`config.mk`:
```
export PLATFORM = sky130hd
export DESIGN_NAME = ebi_top
export DESIGN_NICKNAME = d
export VERILOG_FILES = /design/src/hw/ebi_pkg.sv /design/src/hw/ebi_sync.sv /design/src/hw/ebi_top.sv
export VERILOG_INCLUDE_DIRS = /design/src /design/src/hw
export SDC_FILE = /design/constraint.sdc
export NUM_CORES = 1
export LEC_CHECK = 0
export BUFFER_PORTS_ARGS = -buffer_cell sky130_fd_sc_hd__buf_4
export CAP_MARGIN = 20
export CELL_PAD_IN_SITES_DETAIL_PLACEMENT = 1
export CELL_PAD_IN_SITES_GLOBAL_PLACEMENT = 1
export CORE_ASPECT_RATIO = 1.75
export CORE_UTILIZATION = 35
export CTS_CLUSTER_DIAMETER = 150
export DETAILED_ROUTE_END_ITERATION = 8
export GPL_ROUTABILITY_DRIVEN = 0
export PLACE_DENSITY = 0.72
export SLEW_MARGIN = 15
export SYNTH_ARGS = -nofsm -noshare
export SYNTH_HDL_FRONTEND = slang
export SYNTH_HIERARCHICAL = 1
export SYNTH_SLANG_ARGS = --single-unit
export TNS_END_PERCENT = 1
```
`constraint.sdc`:
```
create_clock -name i_sys_clk -period 6.3 [get_ports i_sys_clk]
set_clock_uncertainty 0.05 [all_clocks]
set_input_delay 0.63 -clock i_sys_clk [delete_from_list [all_inputs] [get_ports i_sys_clk]]
set_output_delay 0.63 -clock i_sys_clk [all_outputs]
set_load 0.01 [all_outputs]
```
`src/hw/ebi_consts.svh`:
```
`ifndef EBI_CONSTS_SVH
`define EBI_CONSTS_SVH
`define EBI_ADDR_W 20
`define EBI_DATA_W 16
`define EBI_LANE_W 8
`define EBI_AREA_W 2
`define EBI_NUM_AREAS 4
`define EBI_BCLK_DIV 4
`define EBI_AREA_MSB 19
`define EBI_AREA_LSB 18
`define EBI_IDLE_HI 1'b1
`endif

```
`src/hw/ebi_pkg.sv`:
```
`default_nettype none
package ebi_pkg;
    typedef enum logic [6:0] {
        EBI_IDLE = 7'b000_0001,
        EBI_ADDR = 7'b000_0010,
        EBI_LAT = 7'b000_0100,
        EBI_STRB = 7'b000_1000,
        EBI_DONE = 7'b001_0000,
        EBI_HOLD = 7'b010_0000,
        EBI_REC = 7'b100_0000
    } ebi_state_e;
endpackage : ebi_pkg
`default_nettype wire

```
`src/hw/ebi_sync.sv`:
```
`timescale 1ns/1ps
`default_nettype none
module ebi_sync #(
    parameter int WIDTH = 1
) (
    input wire logic i_sys_clk,
    input wire logic i_reset,
    input wire logic [WIDTH-1:0] i_async,
    output logic [WIDTH-1:0] o_sync
);
    logic [WIDTH-1:0] meta_r;
    logic [WIDTH-1:0] sync_r;
    // first stage feeds only the second stage
    always_ff @(posedge i_sys_clk or posedge i_reset) begin
        if (i_reset) begin
            meta_r <= '1;
            sync_r <= '1;
        end else begin
            meta_r <= i_async;
            sync_r <= meta_r;
        end
    end
    assign o_sync = sync_r;
endmodule : ebi_sync
`default_nettype wire

```
`src/hw/ebi_top.sv`:
```
// Function
// - width-select low gives 16-bit, high 8-bit
// - separate bus: upper lanes only when 16-bit
// - drive twenty address lines during access
// - 8-bit multiplexed: address 0-7 then data
// - 16-bit multiplexed: address 1-8 then data
// - one of four active-low area selects per access
// - byte-lane strobes: even low, odd high on a 16-bit bus
// - read strobe low when reading
// - one pin (i_single_strobe) switches between strobe styles
// - high-byte enable low on odd address
// - address-latch strobe captures address
// - hold request low enters hold state
// - hold acknowledge low while in hold
// - wait request low stretches access
// - internal bus clock driven out
`timescale 1ns/1ps
`default_nettype none
`include "ebi_consts.svh"
module ebi_top
    import ebi_pkg::*;
#(
    parameter int ADDR_W = `EBI_ADDR_W,
    parameter int DATA_W = `EBI_DATA_W,
    parameter int BCLK_DIV = `EBI_BCLK_DIV
) (
    input wire logic i_sys_clk,
    input wire logic i_reset,
    input wire logic i_req,
    input wire logic i_write,
    input wire logic [ADDR_W-1:0] i_addr,
    input wire logic [DATA_W-1:0] i_wdata,
    input wire logic i_word,
    input wire logic i_muxed,
    input wire logic i_single_strobe,
    output logic o_ack,
    output logic [DATA_W-1:0] o_rdata,
    input wire logic i_byte_sel,
    input wire logic i_hold_req_n,
    input wire logic i_wait_req_n,
    output logic o_bus_clk,
    output logic [ADDR_W-1:0] o_ext_address_lines,
    input wire logic [DATA_W-1:0] i_ext_data_lines,
    output logic [DATA_W-1:0] o_ext_data_lines,
    output logic [DATA_W-1:0] o_ext_data_lines_oe,
    output logic [`EBI_NUM_AREAS-1:0] o_area_select_n,
    output logic o_low_lane_write_strobe_n,
    output logic o_high_lane_write_strobe_n,
    output logic o_read_strobe_n,
    output logic o_addr_latch,
    output logic o_hold_acknowledge_n,
    output logic o_busy
);
    localparam int LW = `EBI_LANE_W;

    // ==========================================================
    // pin synchronisers
    // ==========================================================
    logic byte_s;
    logic hold_n_s;
    logic wait_n_s;
    logic [DATA_W-1:0] din_s;
    ebi_sync #(.WIDTH(3)) u_ctl_sync (
        .i_sys_clk(i_sys_clk),
        .i_reset(i_reset),
        .i_async({i_byte_sel, i_hold_req_n, i_wait_req_n}),
        .o_sync({byte_s, hold_n_s, wait_n_s})
    );
    ebi_sync #(.WIDTH(DATA_W)) u_dat_sync (
        .i_sys_clk(i_sys_clk),
        .i_reset(i_reset),
        .i_async(i_ext_data_lines),
        .o_sync(din_s)
    );

    // ==========================================================
    // bus clock divider
    // ==========================================================
    logic [7:0] div_r, div_nxt;
    logic bclk_r, bclk_nxt;
    logic tick;
    always_comb begin
        tick = (div_r == 8'(BCLK_DIV - 1));
        div_nxt = tick ? 8'h00 : div_r + 8'h01;
        bclk_nxt = bclk_r;
        if (tick) begin
            bclk_nxt = ~bclk_r;
        end
    end
    // bus steps advance on the bus clock rising edge only
    logic step;
    assign step = tick && !bclk_r;

    // ==========================================================
    // helper functions
    // ==========================================================
    function automatic logic [`EBI_NUM_AREAS-1:0] area_dec(
        input logic [ADDR_W-1:0] a
    );
        logic [`EBI_NUM_AREAS-1:0] d;
        d = '1;
        d[a[`EBI_AREA_MSB:`EBI_AREA_LSB]] = 1'b0;
        return d;
    endfunction : area_dec

    function automatic logic [LW-1:0] mux_addr(
        input logic [ADDR_W-1:0] a,
        input logic wide
    );
        return wide ? a[LW:1] : a[LW-1:0];
    endfunction : mux_addr

    // ==========================================================
    // access sequencer
    // ==========================================================
    ebi_state_e st_r, st_nxt;
    logic [ADDR_W-1:0] addr_r, addr_nxt;
    logic [DATA_W-1:0] wdat_r, wdat_nxt;
    logic [DATA_W-1:0] rdat_r, rdat_nxt;
    logic wr_r, wr_nxt;
    logic word_r, word_nxt;
    logic mux_r, mux_nxt;
    logic sgl_r, sgl_nxt;
    logic wide_r, wide_nxt;
    logic ack_r, ack_nxt;
    logic [ADDR_W-1:0] ao_r, ao_nxt;
    logic [DATA_W-1:0] do_r, do_nxt;
    logic [DATA_W-1:0] oe_r, oe_nxt;
    logic [`EBI_NUM_AREAS-1:0] cs_r, cs_nxt;
    logic wrl_r, wrl_nxt;
    logic wrh_r, wrh_nxt;
    logic rd_r, rd_nxt;
    logic ale_r, ale_nxt;
    logic hold_acknowledge_r, hold_acknowledge_nxt;
    logic busy_r, busy_nxt;

    always_comb begin
        st_nxt = st_r;
        addr_nxt = addr_r;
        wdat_nxt = wdat_r;
        rdat_nxt = rdat_r;
        wr_nxt = wr_r;
        word_nxt = word_r;
        mux_nxt = mux_r;
        sgl_nxt = sgl_r;
        wide_nxt = wide_r;
        ack_nxt = 1'b0;
        ao_nxt = ao_r;
        do_nxt = do_r;
        oe_nxt = oe_r;
        cs_nxt = cs_r;
        wrl_nxt = wrl_r;
        wrh_nxt = wrh_r;
        rd_nxt = rd_r;
        ale_nxt = ale_r;
        hold_acknowledge_nxt = hold_acknowledge_r;
        busy_nxt = busy_r;
        if (step) begin
            case (st_r)
                EBI_IDLE: begin
                    if (!hold_n_s) begin
                        st_nxt = EBI_HOLD;
                        hold_acknowledge_nxt = 1'b0;
                        busy_nxt = 1'b1;
                    end else if (i_req) begin
                        addr_nxt = i_addr;
                        wdat_nxt = i_wdata;
                        wr_nxt = i_write;
                        mux_nxt = i_muxed;
                        sgl_nxt = i_single_strobe;
                        wide_nxt = !byte_s;
                        // a word on an 8-bit bus degrades to one byte
                        word_nxt = i_word && !byte_s;
                        busy_nxt = 1'b1;
                        st_nxt = EBI_ADDR;
                    end
                end
                EBI_ADDR: begin
                    ao_nxt = addr_r;
                    cs_nxt = area_dec(addr_r);
                    ale_nxt = 1'b1;
                    oe_nxt = '0;
                    if (mux_r) begin
                        do_nxt[LW-1:0] = mux_addr(addr_r, wide_r);
                        oe_nxt[LW-1:0] = '1;
                    end
                    st_nxt = EBI_LAT;
                end
                EBI_LAT: begin
                    ale_nxt = 1'b0;
                    oe_nxt = '0;
                    if (wr_r) begin
                        do_nxt = wdat_r;
                        // odd bytes travel on the upper lane of a wide bus
                        if (wide_r && addr_r[0] && !word_r) begin
                            do_nxt[DATA_W-1:LW] = wdat_r[LW-1:0];
                        end
                        oe_nxt[LW-1:0] = '1;
                        if (wide_r && !mux_r) begin
                            oe_nxt[DATA_W-1:LW] = '1;
                        end
                        if (sgl_r) begin
                            wrl_nxt = 1'b0;
                        end else begin
                            wrl_nxt = !(word_r || !addr_r[0] || !wide_r);
                            wrh_nxt = !(word_r || (addr_r[0] && wide_r));
                        end
                    end else begin
                        rd_nxt = 1'b0;
                    end
                    if (sgl_r) begin
                        wrh_nxt = !(addr_r[0] || word_r);
                    end
                    st_nxt = EBI_STRB;
                end
                EBI_STRB: begin
                    // strobes, address and select stand while wait is low
                    if (wait_n_s) begin
                        if (!wr_r) begin
                            rdat_nxt = din_s;
                            if (wide_r && addr_r[0] && !word_r) begin
                                rdat_nxt = {{LW{1'b0}}, din_s[DATA_W-1:LW]};
                            end else if (!word_r || !wide_r || mux_r) begin
                                rdat_nxt[DATA_W-1:LW] = '0;
                            end
                        end
                        wrl_nxt = `EBI_IDLE_HI;
                        wrh_nxt = `EBI_IDLE_HI;
                        rd_nxt = `EBI_IDLE_HI;
                        st_nxt = EBI_DONE;
                    end
                end
                EBI_DONE: begin
                    cs_nxt = '1;
                    oe_nxt = '0;
                    ack_nxt = 1'b1;
                    st_nxt = EBI_REC;
                end
                EBI_REC: begin
                    busy_nxt = 1'b0;
                    st_nxt = EBI_IDLE;
                end
                EBI_HOLD: begin
                    // bus released: data line drivers off while held, address lines still driven
                    oe_nxt = '0;
                    if (hold_n_s) begin
                        hold_acknowledge_nxt = 1'b1;
                        busy_nxt = 1'b0;
                        st_nxt = EBI_IDLE;
                    end
                end
                default: begin
                    st_nxt = EBI_IDLE;
                end
            endcase
        end
    end

    always_ff @(posedge i_sys_clk or posedge i_reset) begin
        if (i_reset) begin
            div_r <= 8'h00;
            bclk_r <= 1'b0;
            st_r <= EBI_IDLE;
            addr_r <= '0;
            wdat_r <= '0;
            rdat_r <= '0;
            wr_r <= 1'b0;
            word_r <= 1'b0;
            mux_r <= 1'b0;
            sgl_r <= 1'b0;
            wide_r <= 1'b0;
            ack_r <= 1'b0;
            ao_r <= '0;
            do_r <= '0;
            oe_r <= '0;
            cs_r <= '1;
            wrl_r <= 1'b1;
            wrh_r <= 1'b1;
            rd_r <= 1'b1;
            ale_r <= 1'b0;
            hold_acknowledge_r <= 1'b1;
            busy_r <= 1'b0;
        end else begin
            div_r <= div_nxt;
            bclk_r <= bclk_nxt;
            st_r <= st_nxt;
            addr_r <= addr_nxt;
            wdat_r <= wdat_nxt;
            rdat_r <= rdat_nxt;
            wr_r <= wr_nxt;
            word_r <= word_nxt;
            mux_r <= mux_nxt;
            sgl_r <= sgl_nxt;
            wide_r <= wide_nxt;
            ack_r <= ack_nxt;
            ao_r <= ao_nxt;
            do_r <= do_nxt;
            oe_r <= oe_nxt;
            cs_r <= cs_nxt;
            wrl_r <= wrl_nxt;
            wrh_r <= wrh_nxt;
            rd_r <= rd_nxt;
            ale_r <= ale_nxt;
            hold_acknowledge_r <= hold_acknowledge_nxt;
            busy_r <= busy_nxt;
        end
    end

    // ==========================================================
    // outputs
    // ==========================================================
    assign o_bus_clk = bclk_r;
    assign o_ack = ack_r;
    assign o_rdata = rdat_r;
    assign o_ext_address_lines = ao_r;
    assign o_ext_data_lines = do_r;
    assign o_ext_data_lines_oe = oe_r;
    assign o_area_select_n = cs_r;
    assign o_low_lane_write_strobe_n = wrl_r;
    assign o_high_lane_write_strobe_n = wrh_r;
    assign o_read_strobe_n = rd_r;
    assign o_addr_latch = ale_r;
    assign o_hold_acknowledge_n = hold_acknowledge_r;
    assign o_busy = busy_r;
endmodule : ebi_top
`default_nettype wire

```
==> impl_metrics.tcl <==
set metrics [dict create \
    overflow 0 \
    syn_avg_cell_area_um2 13.5 \
    ctsResizeCount 0 \
    cts_root_buffer "clkbuf_16" \
    layout_commonest_cell "buf_4" \
    ir_drop_uv 176 \
    final_cell_mix "buf_4 (145), dfrtp_1 (113), mux2_2 (71), dfstp_2 (47), o21ai_0 (39)" \
    cap_violations 0 \
    htreeDepth 4 \
    fin_crit_sh_pct 45.8 \
    dieHeight_um 184 \
    cts_hold_buf 0 \
    cts.clk_slew.worst_paths_ns 0.08 \
    power.leakage_nw 3.99 \
    crit_family "simple AND/OR/NAND/NOR gates" \
    synth_top_area_share_pct 42.7 \
    cts_buffer_depth 2 \
    setup_violations 0 \
    grt_start_max_net_pins 84 \
    status "completed" \
    hpwl_mm 11.9 \
    power_frac_seq_pct 47.1 \
    n_fill_cell 1966 \
    drt_iter0_drc 146 \
    ys_types 56 \
    synthCells 490 \
    ys_warn_count 6 \
    synthTopCellsByArea "dfrtp_1 (43%), dfstp_2 (19%), mux2_2 (12%)" \
    finalHoldViolCount 0 \
    cts_setup_buffers 0 \
    grt_pass1_wl_mm 26.4 \
    nNetsFinal 684 \
    antenna_found_initial 0 \
    ys_ff_latch 160 \
    switching_share_pct 29.0 \
    avgRoutedWirePerCell_um 19.0 \
    fp-row-count 66 \
    ys_seq_area_share_pct 61.4 \
    hp-class "in2async" \
    die_area_um2 19500 \
    vias 4448 \
    drtAntennaViolNets 0 \
    cts_buffers 17 \
    switchingPower_w 0.000765 \
    slew_viol_final 0 \
    fin_tns_setup_ns 0 \
    drive_gt1_share_pct 49.8 \
    grt_pass1_vias 4943 \
    total_power_w 0.00264 \
    crit_fanout 42 \
    clkLatencyLatePin_ns 0.42 \
    grt_use_total_pct 17.8 \
    critPathBufInv 2 \
    yosys.area.top_type "dfrtp_1" \
    pwr-share-clk_pct 38.7 \
    critical-path-max-stage-delay_ns 0.52 \
    async_flop_share_pct 100 \
    worstMarginPinSlew_ns 0.842 \
    wirelength_mm 16.6 \
    diodes 0 \
    io_pins 142 \
    first_pass_iters 4 \
    cpMostUsedCell "buf_4" \
    core_region_area_um2 18600 \
    synthFlopType "dfrtp_1" \
    vias_per_cell 5.10 \
    syn_area_um2 6620 \
    crit_required_ns 6.56 \
    endpoint_kind "register" \
    crit_arrival_ns 3.14 \
    period_minus_slack_ns 2.89 \
    crit_chain "ha_1 > nor4b_2 > nand2_1 > buf_4 > nor3_4 > buf_4 > mux2_2" \
    start_kind "register" \
    rsz0062_at_grt "no" \
    p_per_area_nw_per_um2 312 \
    cts_tree "yes" \
    synth-edff-count 0 \
    max_slew_margin_pct 43.7 \
    synth_fp_nets 553 \
    cts_sinks 160 \
    initial_core_util_pct 35.6 \
    crit_slowest_cell "buf_4" \
    fin_util_pct 45.5 \
    area.growth.synth_to_final_pct 27.6 \
    die_w_um 106 \
    port_buffers 141 \
    post-route-drc-count 0 \
    p_int_w 0.00187 \
    timing.fmax_mhz 347 \
    comb_power_share_pct 14.2 \
    criticalPathCategory "reg2reg" \
]
## state kept, by name (all words and copies together) (netlist names), 2 cells and up
| signal | cells |
|---|---|
| st_r | 7 |
| o_area_select_n | 4 |
| o_ext_data_lines | 16 |
| addr_r | 20 |
| u_dat_sync/o_sync | 16 |
| div_r | 8 |
| wdat_r | 16 |
| o_ext_data_lines_oe | 2 |
| o_ext_address_lines | 20 |
| u_ctl_sync/o_sync | 3 |
| o_rdata | 16 |
| u_dat_sync/meta_r | 16 |
| u_ctl_sync/meta_r | 3 |
## final cells by class
type                            instances  area, µm²  area share [%]
Clock buffer                           17        425            5.03
Clock inverter                         15        161            1.91
Inverter                               13       51.3           0.607
Multi-Input combinational cell        280       2290            27.1
Sequential cell                       160       4060            48.1
Tap cell                              238        298            3.52
Timing Repair Buffer                  149       1170            13.8
## synth_stat cells (3+ instances only)
master / number
nor4_1: 7
and3_1: 4
o21ai_0: 39
buf_4: 20
o211ai_1: 3
a2bb2oi_1: 10
nand4_1: 4
mux2_2: 71
mux2i_1: 13
xnor2_1: 6
nor2b_1: 6
inv_1: 13
nand3_1: 9
mux2_4: 5
clkbuf_1: 13
nor3_1: 8
nand2_1: 16
xor2_1: 4
nor2_1: 13
mux2_1: 11
dfrtp_1: 113
o32a_1: 4
dfstp_2: 47
o22ai_1: 8
## worst paths after layout
check                      depth (start not counted)                    end  slack [ns]                   from
setup / recovery                                   7             addr_r[13]        3.41               div_r[0]
max in group asynchronous                          4    o_ext_data_lines[1]        4.94                i_reset
setup reg to reg                                   7             addr_r[13]        3.41               div_r[0]
min in group i_sys_clk                             1   u_dat_sync/meta_r[2]        0.26    i_ext_data_lines[2]
hold reg to reg                                    0  u_dat_sync/o_sync[13]        0.30  u_dat_sync/meta_r[13]
hold / removal                                     2             o_rdata[1]        0.21                i_reset
## kinds of logic (layout without fill, tap and decap cells)
group | after synthesis | in the layout | synth area share (%)
buffers and inverters | 50 | 194 | 4.20
muxes | 100 | 100 | 17.0
adders and majority gates | 1 | 1 | 0.189
and+or+nand+nor | 90 | 90 | 8.09
AOI/OAI and AO/OA | 79 | 79 | 7.80
xor gates and xnor gates | 10 | 10 | 1.32
DFF | 160 | 160 | 61.4
## metrics by stage
stage	instance area, µm²	setup WS (ns)	hold WS (ns)	instances
4_1_cts	8370	3.26	0.218	868
2_1_floorplan	6620	2.39	0.295	490
6_report	8450	3.41	0.207	872
3_3_place_gp	7790	3.50	0.296	836
3_5_place_dp	7790	3.24	0.297	836
5_1_grt	8450	3.22	0.238	872
## power by group through the flow
stage / clock network (W) / logic (W) / registers [W]
6_report: 0.00102 / 0.000376 / 0.00124
3_3_place_gp: 0 / 0.000357 / 0.00125
3_5_place_dp: 0 / 0.000373 / 0.00126
4_1_cts: 0.00104 / 0.000377 / 0.00124
5_1_grt: 0.00109 / 0.000410 / 0.00126
2_1_floorplan: 0 / 0.000264 / 0.00121
## per-layer routing
metal	part of all wire (%)	track usage [%]	vias up
met5	0	0	-
met4	3.0	8.06	0
met3	3.7	3.37	27
met2	56	33.3	108
met1	38	19.1	2290
li1	-	-	2023
No activity file was read; power rests on OpenSTA's default activity.
